### src/rdr_pkg.sv
// package: constants and types of the redriver control block
package rdr_pkg;
  localparam int CLK_MHZ  = 40;
  localparam int POLL_US  = 100;
  localparam int POLL_CYC = POLL_US * CLK_MHZ;
  localparam int POLL_W   = 12;
  localparam int N_CFG    = 8;
  localparam int N_PINS   = 7;
  localparam int LVL_W    = 3;
  localparam logic [7:0] OFS_CFG_LAST = 8'h07;
  localparam logic [7:0] OFS_KEY      = 8'h40;
  localparam logic [7:0] OFS_RST      = 8'h41;
  localparam logic [7:0] KEY_OPEN     = 8'hae;
  localparam logic [7:0] KEY_RST      = 8'h00;
  localparam logic [7:0] CFG_RST      = 8'h00;
  localparam logic [2:0] LVL_GND  = 3'h0;
  localparam logic [2:0] LVL_PD   = 3'h1;
  localparam logic [2:0] LVL_OPEN = 3'h2;
  localparam logic [2:0] LVL_PU   = 3'h3;
  localparam logic [2:0] LVL_VDD  = 3'h4;
  localparam logic [6:0] ADR_SHORT = 7'h12;
  localparam logic [6:0] ADR_PD    = 7'h16;
  localparam logic [6:0] ADR_PU    = 7'h1e;
  localparam logic [6:0] ADR_OPEN  = 7'h1a;
  localparam logic [3:0] BITS_BYTE = 4'h8;
  localparam logic [3:0] BIT_STEP  = 4'h1;
  localparam logic [1:0] LANE_STEP = 2'h1;
  typedef enum logic [6:0] {
    I_IDLE = 7'h01, I_ADDR = 7'h02, I_ACKA = 7'h04, I_WR = 7'h08,
    I_ACKW = 7'h10, I_RD = 7'h20, I_RACK = 7'h40
  } rdr_i2c_st_t;
  typedef enum logic [2:0] {
    P_DEEP = 3'h1, P_SAVE = 3'h2, P_ACT = 3'h4
  } rdr_pwr_st_t;
endpackage

### src/rdr_pwr_if.sv
// interface: power-state control between control core and state machine
`timescale 1ns/100ps
interface rdr_pwr_if;
  import rdr_pkg::*;
  logic        chip_enable_pin;
  logic        lnk_idle;
  logic        rx_det;
  logic        srst;
  rdr_pwr_st_t st;
  logic        term_ind;
  logic        det_en;
  logic        chan_en;
  logic        term_hiz;
  logic        cm_en;
  modport ctl (output chip_enable_pin, lnk_idle, rx_det, srst,
               input st, term_ind, det_en, chan_en, term_hiz, cm_en);
  modport fsm (input chip_enable_pin, lnk_idle, rx_det, srst,
               output st, term_ind, det_en, chan_en, term_hiz, cm_en);
endinterface
### src/rdr_cfg_sample.sv
// module: captures configuration straps and decodes the bus address
`timescale 1ns/100ps
module rdr_cfg_sample
  import rdr_pkg::*;
(
  // clock and reset
  input  wire logic                    clk_in,
  input  wire logic                    rst_in,
  // sampling request and straps
  input  wire logic                    samp_in,
  input  wire logic [N_PINS*LVL_W-1:0] pins_in,
  input  wire logic [LVL_W-1:0]        addr_pin_in,
  // captured values
  output logic      [N_PINS*LVL_W-1:0] pins_out,
  output logic      [6:0]              dev_adr_out
);
  logic first_q;

  // first cycle after power-on reset, then every enable toggle
  always_ff @(posedge clk_in or posedge rst_in) begin
    if (rst_in) begin
      first_q     <= 1'b1;
      pins_out    <= '0;
      dev_adr_out <= ADR_OPEN;
    end else if (first_q || samp_in) begin
      first_q  <= 1'b0;
      pins_out <= pins_in; // [RQ10]
      case (addr_pin_in) // [RQ5]
        LVL_GND:  dev_adr_out <= ADR_SHORT;
        LVL_VDD:  dev_adr_out <= ADR_SHORT;
        LVL_PD:   dev_adr_out <= ADR_PD;
        LVL_PU:   dev_adr_out <= ADR_PU;
        default:  dev_adr_out <= ADR_OPEN;
      endcase
    end
  end
endmodule // rdr_cfg_sample

### src/rdr_ctl.sv
// module: redriver control top, bus target, registers and lock
`timescale 1ns/100ps
// Summary of operation
// RQ1: a read starts with a write carrying one byte, the register offset
// RQ2: then a bus read returns four bytes, least significant byte first
// RQ3: a write carries the offset then four data bytes, low byte first
// RQ4: one-byte and four-byte accesses work; four-byte offsets are aligned
// RQ5: the bus address comes from the five-level address pin
// RQ6: after power-up only the unlock register at 0x40 is writable
// RQ7: writing 0xae to 0x40 opens offsets 0x00 to 0x07 and 0x41
// RQ8: power-on reset clears all state machines and loads register defaults
// RQ9: enable pin high means active, low means deep power saving
// RQ10: the seven strap pins are sampled at power-on and on enable toggle
// RQ11: a rising enable pin acts as a full power-on reset
// RQ12: the system should hold strap and control pins steady
// RQ13: active state carries data, termination indication held asserted
// RQ14: power saving keeps channels on with squelch and detection active
// RQ15: no connection: poll termination, indication deasserted
// RQ16: connected in low-power link state: poll, indication asserted
// RQ17: deep saving floats terminations and drops common-mode level
// RQ18: state is chosen from electrical levels and settings, no decoding
// RQ19: writing one to the reset register resets all; bit self-clears
// RQ20: while locked, writes to other registers are ignored
module rdr_ctl
  import rdr_pkg::*;
(
  // clock and power-on reset
  input  wire logic                    clk_in,
  input  wire logic                    rst_in,
  // serial bus pins, data is open drain
  input  wire logic                    scl_in,
  input  wire logic                    sda_in,
  output logic                         sda_out,
  output logic                         sda_oe_out,
  // control and five-level strap pins
  input  wire logic                    chip_enable_pin_in,
  input  wire logic [LVL_W-1:0]        addr_sel_pin_in,
  input  wire logic [LVL_W-1:0]        chan_a_equalizer_pin_in,
  input  wire logic [LVL_W-1:0]        chan_b_equalizer_pin_in,
  input  wire logic [LVL_W-1:0]        chan_a_deemphasis_pin_in,
  input  wire logic [LVL_W-1:0]        chan_b_deemphasis_pin_in,
  input  wire logic [LVL_W-1:0]        chan_a_swing_pin_in,
  input  wire logic [LVL_W-1:0]        chan_b_swing_pin_in,
  input  wire logic [LVL_W-1:0]        squelch_threshold_pin_in,
  // analog status levels
  input  wire logic                    rx_det_in,
  input  wire logic                    lnk_idle_in,
  // configuration and power outputs
  output logic      [N_CFG*8-1:0]      cfg_regs_out,
  output logic      [N_PINS*LVL_W-1:0] pin_cfg_out,
  output logic                         lock_open_out,
  output logic      [2:0]              pwr_state_out,
  output logic                         chan_en_out,
  output logic                         term_ind_out,
  output logic                         det_en_out,
  output logic                         term_hiz_out,
  output logic                         cm_en_out
);
  rdr_pwr_if   pw ();
  rdr_i2c_st_t st_q;
  logic [7:0]  cfg_q [N_CFG];
  logic [7:0]  key_q;
  logic [7:0]  sh_q;
  logic [7:0]  tx_q;
  logic [7:0]  ptr_q;
  logic [7:0]  rd_data;
  logic [6:0]  dev_adr;
  logic [3:0]  cnt_q;
  logic        scl_q;
  logic        sda_q;
  logic        cen_q;
  logic        srst_q;
  logic        rst_pend_q;
  logic        rw_q;
  logic        first_q;
  logic        nack_q;
  logic        rise;
  logic        fall;
  logic        start;
  logic        stop;
  logic        wr_stb;
  logic        cen_rise;

  // line edges; inputs already follow this clock
  assign rise  = scl_in && !scl_q;
  assign fall  = !scl_in && scl_q;
  assign start = scl_in && scl_q && sda_q && !sda_in;
  assign stop  = scl_in && scl_q && !sda_q && sda_in;
  assign cen_rise = chip_enable_pin_in && !cen_q;

  always_ff @(posedge clk_in or posedge rst_in) begin
    if (rst_in) begin
      scl_q <= 1'b1;
      sda_q <= 1'b1;
      cen_q <= 1'b0;
    end else begin
      scl_q <= scl_in;
      sda_q <= sda_in;
      cen_q <= chip_enable_pin_in;
    end
  end

  // internal reset pulse; the register reset waits for an idle bus
  // so the byte that asked for it is still acknowledged
  always_ff @(posedge clk_in or posedge rst_in) begin
    if (rst_in) begin
      srst_q <= 1'b0;
    end else begin
      srst_q <= cen_rise                          // [RQ11]
             || (rst_pend_q && st_q == I_IDLE);   // [RQ19]
    end
  end

  // open drain: only ever pulls low
  always_ff @(posedge clk_in or posedge rst_in) begin
    if (rst_in) begin
      sda_out <= 1'b0;
    end else begin
      sda_out <= 1'b0;
    end
  end

  // straps are resampled on either enable edge
  rdr_cfg_sample u_samp (
    .clk_in      (clk_in),
    .rst_in      (rst_in),
    .samp_in     (chip_enable_pin_in ^ cen_q),
    .pins_in     ({squelch_threshold_pin_in, chan_b_swing_pin_in,
                   chan_a_swing_pin_in, chan_b_deemphasis_pin_in,
                   chan_a_deemphasis_pin_in, chan_b_equalizer_pin_in,
                   chan_a_equalizer_pin_in}),
    .addr_pin_in (addr_sel_pin_in),
    .pins_out    (pin_cfg_out),
    .dev_adr_out (dev_adr)
  );

  assign pw.chip_enable_pin      = chip_enable_pin_in;
  assign pw.lnk_idle = lnk_idle_in;
  assign pw.rx_det   = rx_det_in;
  assign pw.srst     = srst_q;

  rdr_pwr_fsm u_pwr (
    .clk_in (clk_in),
    .rst_in (rst_in),
    .pw     (pw.fsm)
  );

  assign pwr_state_out = pw.st;
  assign chan_en_out   = pw.chan_en;
  assign term_ind_out  = pw.term_ind;
  assign det_en_out    = pw.det_en;
  assign term_hiz_out  = pw.term_hiz;
  assign cm_en_out     = pw.cm_en;

  // read view; locked registers other than the key read as zero
  always_comb begin
    rd_data = 8'h00;
    if (ptr_q == OFS_KEY) begin
      rd_data = key_q;
    end else if (lock_open_out && ptr_q <= OFS_CFG_LAST) begin
      rd_data = cfg_q[ptr_q[2:0]];
    end else if (lock_open_out && ptr_q == OFS_RST) begin
      rd_data = {7'h00, rst_pend_q};
    end
  end

  // a data byte (not the offset byte) lands at its eighth bit
  assign wr_stb = (st_q == I_WR) && fall && (cnt_q == BITS_BYTE)
               && !first_q;

  // bus target engine
  always_ff @(posedge clk_in or posedge rst_in) begin
    if (rst_in) begin
      st_q       <= I_IDLE;
      cnt_q      <= '0;
      sh_q       <= '0;
      tx_q       <= '0;
      sda_oe_out <= 1'b0;
      rw_q       <= 1'b0;
      ptr_q      <= '0;
      first_q    <= 1'b0;
      nack_q     <= 1'b0;
    end else if (srst_q || stop) begin
      st_q       <= I_IDLE; // [RQ8] [RQ11]
      sda_oe_out <= 1'b0;
    end else if (start) begin
      st_q       <= I_ADDR;
      cnt_q      <= '0;
      sda_oe_out <= 1'b0;
    end else begin
      case (st_q)
        I_ADDR: begin
          if (rise) begin
            sh_q  <= {sh_q[6:0], sda_in};
            cnt_q <= cnt_q + BIT_STEP;
          end else if (fall && cnt_q == BITS_BYTE) begin
            if (sh_q[7:1] == dev_adr) begin // [RQ5]
              sda_oe_out <= 1'b1;
              rw_q       <= sh_q[0];
              st_q       <= I_ACKA;
            end else begin
              st_q <= I_IDLE;
            end
          end
        end
        I_ACKA: begin
          if (fall && rw_q) begin
            tx_q       <= rd_data; // [RQ2]
            sda_oe_out <= !rd_data[7];
            cnt_q      <= BIT_STEP;
            st_q       <= I_RD;
          end else if (fall) begin
            sda_oe_out <= 1'b0;
            first_q    <= 1'b1; // [RQ1] [RQ3]
            cnt_q      <= '0;
            st_q       <= I_WR;
          end
        end
        I_WR: begin
          if (rise) begin
            sh_q  <= {sh_q[6:0], sda_in};
            cnt_q <= cnt_q + BIT_STEP;
          end else if (fall && cnt_q == BITS_BYTE) begin
            sda_oe_out <= 1'b1;
            first_q    <= 1'b0;
            st_q       <= I_ACKW;
            if (first_q) begin
              ptr_q <= sh_q; // [RQ1] [RQ3]
            end else begin
              ptr_q[1:0] <= ptr_q[1:0] + LANE_STEP; // [RQ4]
            end
          end
        end
        I_ACKW: begin
          if (fall) begin
            sda_oe_out <= 1'b0;
            cnt_q      <= '0;
            st_q       <= I_WR;
          end
        end
        I_RD: begin
          if (fall && cnt_q == BITS_BYTE) begin
            sda_oe_out <= 1'b0;
            ptr_q[1:0] <= ptr_q[1:0] + LANE_STEP; // [RQ2] [RQ4]
            st_q       <= I_RACK;
          end else if (fall) begin
            tx_q       <= {tx_q[6:0], 1'b0};
            sda_oe_out <= !tx_q[6];
            cnt_q      <= cnt_q + BIT_STEP;
          end
        end
        I_RACK: begin
          if (rise) begin
            nack_q <= sda_in;
          end else if (fall && nack_q) begin
            st_q <= I_IDLE;
          end else if (fall) begin
            tx_q       <= rd_data;
            sda_oe_out <= !rd_data[7];
            cnt_q      <= BIT_STEP;
            st_q       <= I_RD;
          end
        end
        default: st_q <= I_IDLE;
      endcase
    end
  end

  // register file with access lock; a wrong key closes the lock again
  always_ff @(posedge clk_in or posedge rst_in) begin
    if (rst_in) begin
      for (int i = 0; i < N_CFG; i++) cfg_q[i] <= CFG_RST; // [RQ8]
      key_q         <= KEY_RST;
      lock_open_out <= 1'b0; // [RQ6]
      rst_pend_q    <= 1'b0;
    end else if (srst_q) begin
      for (int i = 0; i < N_CFG; i++) cfg_q[i] <= CFG_RST; // [RQ11]
      key_q         <= KEY_RST;
      lock_open_out <= 1'b0;
      rst_pend_q    <= 1'b0; // [RQ19]
    end else if (wr_stb && ptr_q == OFS_KEY) begin
      key_q         <= sh_q;
      lock_open_out <= (sh_q == KEY_OPEN); // [RQ7]
    end else if (wr_stb && lock_open_out) begin // [RQ20]
      if (ptr_q <= OFS_CFG_LAST) begin
        cfg_q[ptr_q[2:0]] <= sh_q;
      end else if (ptr_q == OFS_RST && sh_q[0]) begin
        rst_pend_q <= 1'b1; // [RQ19]
      end
    end
  end

  // register bytes straight out to the analog settings
  for (genvar g = 0; g < N_CFG; g++) begin : g_cfg
    assign cfg_regs_out[g*8 +: 8] = cfg_q[g];
  end
endmodule // rdr_ctl

### src/rdr_pwr_fsm.sv
// module: active, power-saving and deep power-saving state machine
`timescale 1ns/100ps
module rdr_pwr_fsm
  import rdr_pkg::*;
(
  // clock and reset
  input  wire logic clk_in,
  input  wire logic rst_in,
  // control and status
  rdr_pwr_if.fsm    pw
);
  logic [POLL_W-1:0] poll_q;
  logic              tick;

  // periodic termination poll enable, only runs while saving power
  assign tick = (poll_q == POLL_W'(POLL_CYC - 1));
  always_ff @(posedge clk_in or posedge rst_in) begin
    if (rst_in) begin
      poll_q <= '0;
    end else if (pw.st != P_SAVE || tick) begin
      poll_q <= '0;
    end else begin
      poll_q <= poll_q + POLL_W'(1);
    end
  end

  // state choice uses pin, squelch and detection levels plus the internal reset pulse [RQ18]
  always_ff @(posedge clk_in or posedge rst_in) begin
    if (rst_in) begin
      pw.st <= P_DEEP;
    end else if (pw.srst || !pw.chip_enable_pin) begin
      pw.st <= P_DEEP; // [RQ9]
    end else begin
      case (pw.st)
        P_DEEP:  pw.st <= P_ACT; // [RQ9]
        P_ACT:   if (pw.lnk_idle) pw.st <= P_SAVE;
        P_SAVE:  if (pw.term_ind && !pw.lnk_idle) pw.st <= P_ACT;
        default: pw.st <= P_DEEP;
      endcase
    end
  end

  // outputs follow the state one cycle later
  always_ff @(posedge clk_in or posedge rst_in) begin
    if (rst_in) begin
      pw.term_ind <= 1'b0;
      pw.det_en   <= 1'b0;
      pw.chan_en  <= 1'b0;
      pw.term_hiz <= 1'b1;
      pw.cm_en    <= 1'b0;
    end else begin
      pw.chan_en  <= (pw.st != P_DEEP);            // [RQ14]
      pw.term_hiz <= (pw.st == P_DEEP);            // [RQ17]
      pw.cm_en    <= (pw.st != P_DEEP);            // [RQ17]
      pw.det_en   <= (pw.st == P_SAVE) && tick;    // [RQ15] [RQ16]
      if (pw.srst || pw.st == P_DEEP) begin
        pw.term_ind <= 1'b0;
      end else if (pw.st == P_ACT) begin
        pw.term_ind <= 1'b1;                       // [RQ13]
      end else if (tick) begin
        pw.term_ind <= pw.rx_det;                  // [RQ15] [RQ16]
      end
    end
  end
endmodule // rdr_pwr_fsm

### config.mk
export PLATFORM = sky130hd
export DESIGN_NAME = rdr_ctl
export DESIGN_NICKNAME = d
export VERILOG_FILES = /design/src/rdr_pkg.sv /design/src/rdr_pwr_if.sv /design/src/rdr_cfg_sample.sv /design/src/rdr_ctl.sv /design/src/rdr_pwr_fsm.sv
export SDC_FILE = /design/constraint.sdc
export NUM_CORES = 1
export LEC_CHECK = 0
export BUFFER_PORTS_ARGS = -buffer_cell sky130_fd_sc_hd__buf_2
export CAP_MARGIN = 10
export CORE_UTILIZATION = 35
export CTS_CLUSTER_DIAMETER = 40
export CTS_CLUSTER_SIZE = 20
export DETAILED_ROUTE_END_ITERATION = 8
export PLACE_DENSITY = 0.64
export SLEW_MARGIN = 20
export SYNTH_ARGS = -nofsm -noshare
export SYNTH_HDL_FRONTEND = slang
export SYNTH_SLANG_ARGS = --single-unit
### constraint.sdc
create_clock -name clk_in -period 6.95 [get_ports clk_in]
set_input_delay 1.7375 -clock clk_in [delete_from_list [all_inputs] [get_ports clk_in]]
set_output_delay 1.7375 -clock clk_in [all_outputs]
set_load 0.005 [all_outputs]
==> results.md <==
- # IOs: ~130
- Std cell rows: 54
- Total CTS buffers: 17
- Initial Util: a little over a third
- Netlist Area Pre-Place: slightly below 8000 µm²
- DIE WIDTH: approximately 150 µm
- Leak pwr: 4.46 nW
- Dpl hpwl: ~14000 µm
- Placed insts: 1107
- Post-synth EDFFs: 0
- TNS Setup: 0 ns
- Crit path kind: in2reg
- Largest net degree at the start of global routing: 100
- Post-CTS Hold Buffers: 0
- Fraction of layout cells with a size suffix above 1: between 20 and 30%
- Synth area leader: dfrtp_1
- First drt pass iteration count: 6
- Avg Cell Area, Syn: roughly 11 µm²
- Buffers on Ports: 125
- Crit-path max FO: 20
- CTS Sinks: approximately 160
- Die Y: ~150 µm
- N_diodes: 0
- Critical path's slowest cell: nor4_4
- Die area: about 23000 µm²
- Area Growth Syn to Fin: 17.5%
- Max Clock Freq: 251 MHz
- Crit path capture type: flip-flop
- Clk_lat worst skew: 0.43 ns
- Worst-path clk slew: 0.06 ns
- Fin crit share: 57.4%
- Crit path cell chain: buf_2 -> nand2b_1 -> or2_2 -> nor4_4 -> nand3_2 -> mux2i_1 -> nor2_1
- CTS tree: yes
- Clk_skew: around 0.0090 ns
- Layout Cells excl Fill: roughly 1100
- Pwr dens: around 210 nW/µm²
- Main area contributors after synthesis: dfrtp_1, mux2i_1, mux2_2
- Clock Tree Buf Depth: 2
- Number of max-cap violations: 0
- Synth Flop Type: dfrtp_1
- Crit path launch type: input port
- WL final: 20500 µm
- Crit path time final: about 4 ns
- Hold Fails Final Rpt: 0
- Root buf cell: clkbuf_16
- Core area: roughly 22000 µm²
- RSZ-0062 raised after global routing: no
- Post-Place Setup Slack: about 2.5 ns
- Global-route wire length before repair: between 30000 and 40000 µm
- ANT nets after route: 0
- Synth Instances: around 740
- DRC: 0
- Critical Path Max Stage Delay: roughly 0.92 ns
- Post-layout nets: about 880
- Routed vias/inst: roughly 5.4
- Post-cts sizing count: 0
- Final setup violation count: 0
- Max Transition Viols Final: 0
- Min-Delay Path Class: reg2reg
- RePlAce Congestion: 0.880
- Top-area cell type share of the netlist area: about 48%
- Total GRT Usage: 18.5%
- Rel. slew slack: about 30%
- Initial antenna violation count: 0
- Synthesized flop and latch total: 159
- Routed len/inst: approximately 18 µm
- Status: completed
- Final Worst Setup Slack: approximately 3 ns
- Via count: a little over 6000
- GRT Residual Overflow: 0
- Seq/Total Area, Yosys: 50.8%
- Ys async rst share: 100%
- Vias in the first global route: 5793
- DRT iter0 DRCs: around 420
- Warning count from the yosys run: 0
- Critical path data required time: between 7 and 8 ns
- Max VDD drop: about 180 µV
- Post-CTS setup buffer count: 0
- WP data arrival: roughly 4.3 ns
- Slew @ Worst Pin: approximately 1.0 ns
- H-tree levels: 4
- Post-synthesis cell type count: 75
## state kept, by name, indices dropped and copies added, names as in the netlist, 7 cells and up
signal	flops
cfg_regs_out	64
u_samp.pins_out	21
u_pwr.poll_q	12
key_q	8
ptr_q	8
sh_q	8
st_q	7
tx_q	7
## area by class of cell
cell class                      instances  area (µm²)
Timing Repair Buffer                  132         678
Tap cell                              280         350
Clock buffer                           18         439
Inverter                               18        72.6
Clock inverter                         14         104
Sequential cell                       159        3990
Fill cell                            2141       12700
Multi-Input combinational cell        518        3580
## kinds of logic after synthesis
| logic type | Yosys count | synth area share [%] |
|---|---|---|
| multiplexers | 99 | 14.2 |
| other | 1 | 0.0478 |
| AND/OR/NAND/NOR | 265 | 17.5 |
| XOR/XNOR | 16 | 1.79 |
| flip-flops | 159 | 50.8 |
| buffers and inverters | 66 | 3.67 |
| AO/OA/AOI/OAI | 130 | 11.0 |
| adder cells (fa/ha/maj) | 6 | 0.957 |
## stage by stage
step | util (%) | power, mW | area [µm²] | hold slack, ns
2_1_floorplan | - | 1.04 | 7850 | 0.443
3_3_place_gp | 39.6 | 1.08 | 8670 | 0.464
3_5_place_dp | 39.6 | 1.08 | 8670 | 0.469
4_1_cts | 42.1 | 1.95 | 9210 | 0.489
5_1_grt | 42.1 | 2.00 | 9220 | 0.504
6_report | 42.1 | 1.93 | 9220 | 0.486
## worst max-delay path: cells and delay by family
family / cells / cell delay [ns]
multiplexers: 1 / 0.26
AND/OR/NAND/NOR: 5 / 2.13
buffers and inverters: 1 / 0.14
## final timing paths
path / from / to / slack [ns] / cells after the start
worst max-delay path: scl_in / cfg_regs_out[53] / 2.96 / 7
worst min-delay path: u_pwr.poll_q[0] / u_pwr.poll_q[0] / 0.49 / 1
worst max register to register: st_q[2] / cfg_regs_out[53] / 3.65 / 6
worst min register to register: u_pwr.poll_q[0] / u_pwr.poll_q[0] / 0.49 / 1
max in group asynchronous: rst_in / cfg_regs_out[30] / 4.10 / 3
min in group asynchronous: rst_in / u_samp.pins_out[13] / 1.49 / 2
## routing by layer
layer / up-vias / GRT usage (%) / share of wire, %
met3: 36 / 3.41 / 6.1
met1: 3049 / 26.3 / 46
li1: 2858 / - / -
met4: 0 / 7.18 / 2.4
met5: - / 0 / 0
met2: 240 / 27.7 / 45
## power breakdown
group	internal (mW)	switching (mW)	total (mW)	leakage, nW
combinational	0.0397	0.0572	0.0969	2.06
sequential	0.948	0.0149	0.963	2.13
clock	0.470	0.399	0.869	0.264
## Yosys cell counts, types with 12 or more instances
library cell and number:
nor3_1 12, nand3_1 31, inv_1 17, dfrtp_1 152
o21ai_0 22, mux2i_1 53, nand2b_1 12, nand2_1 55
clkbuf_1 34, mux2_2 40, nor2_1 88, a21oi_1 38
## cell usage in the layout (no fill, tap or decap), types with 8 or more instances in the layout
master,synthesis,layout
mux2_2,40,40
mux2i_1,53,53
nand3b_1,8,8
a21oi_1,38,38
dfrtp_1,152,151
nor3_1,12,12
xor2_1,8,8
o21ai_0,22,22
a22o_1,11,11
nand2b_1,12,11
nand2_1,55,55
buf_2,5,125
inv_1,17,16
nor2_1,88,88
nand3_1,31,31
xnor2_1,8,8
clkbuf_16,0,17
Power figures use the tool's default switching activity.
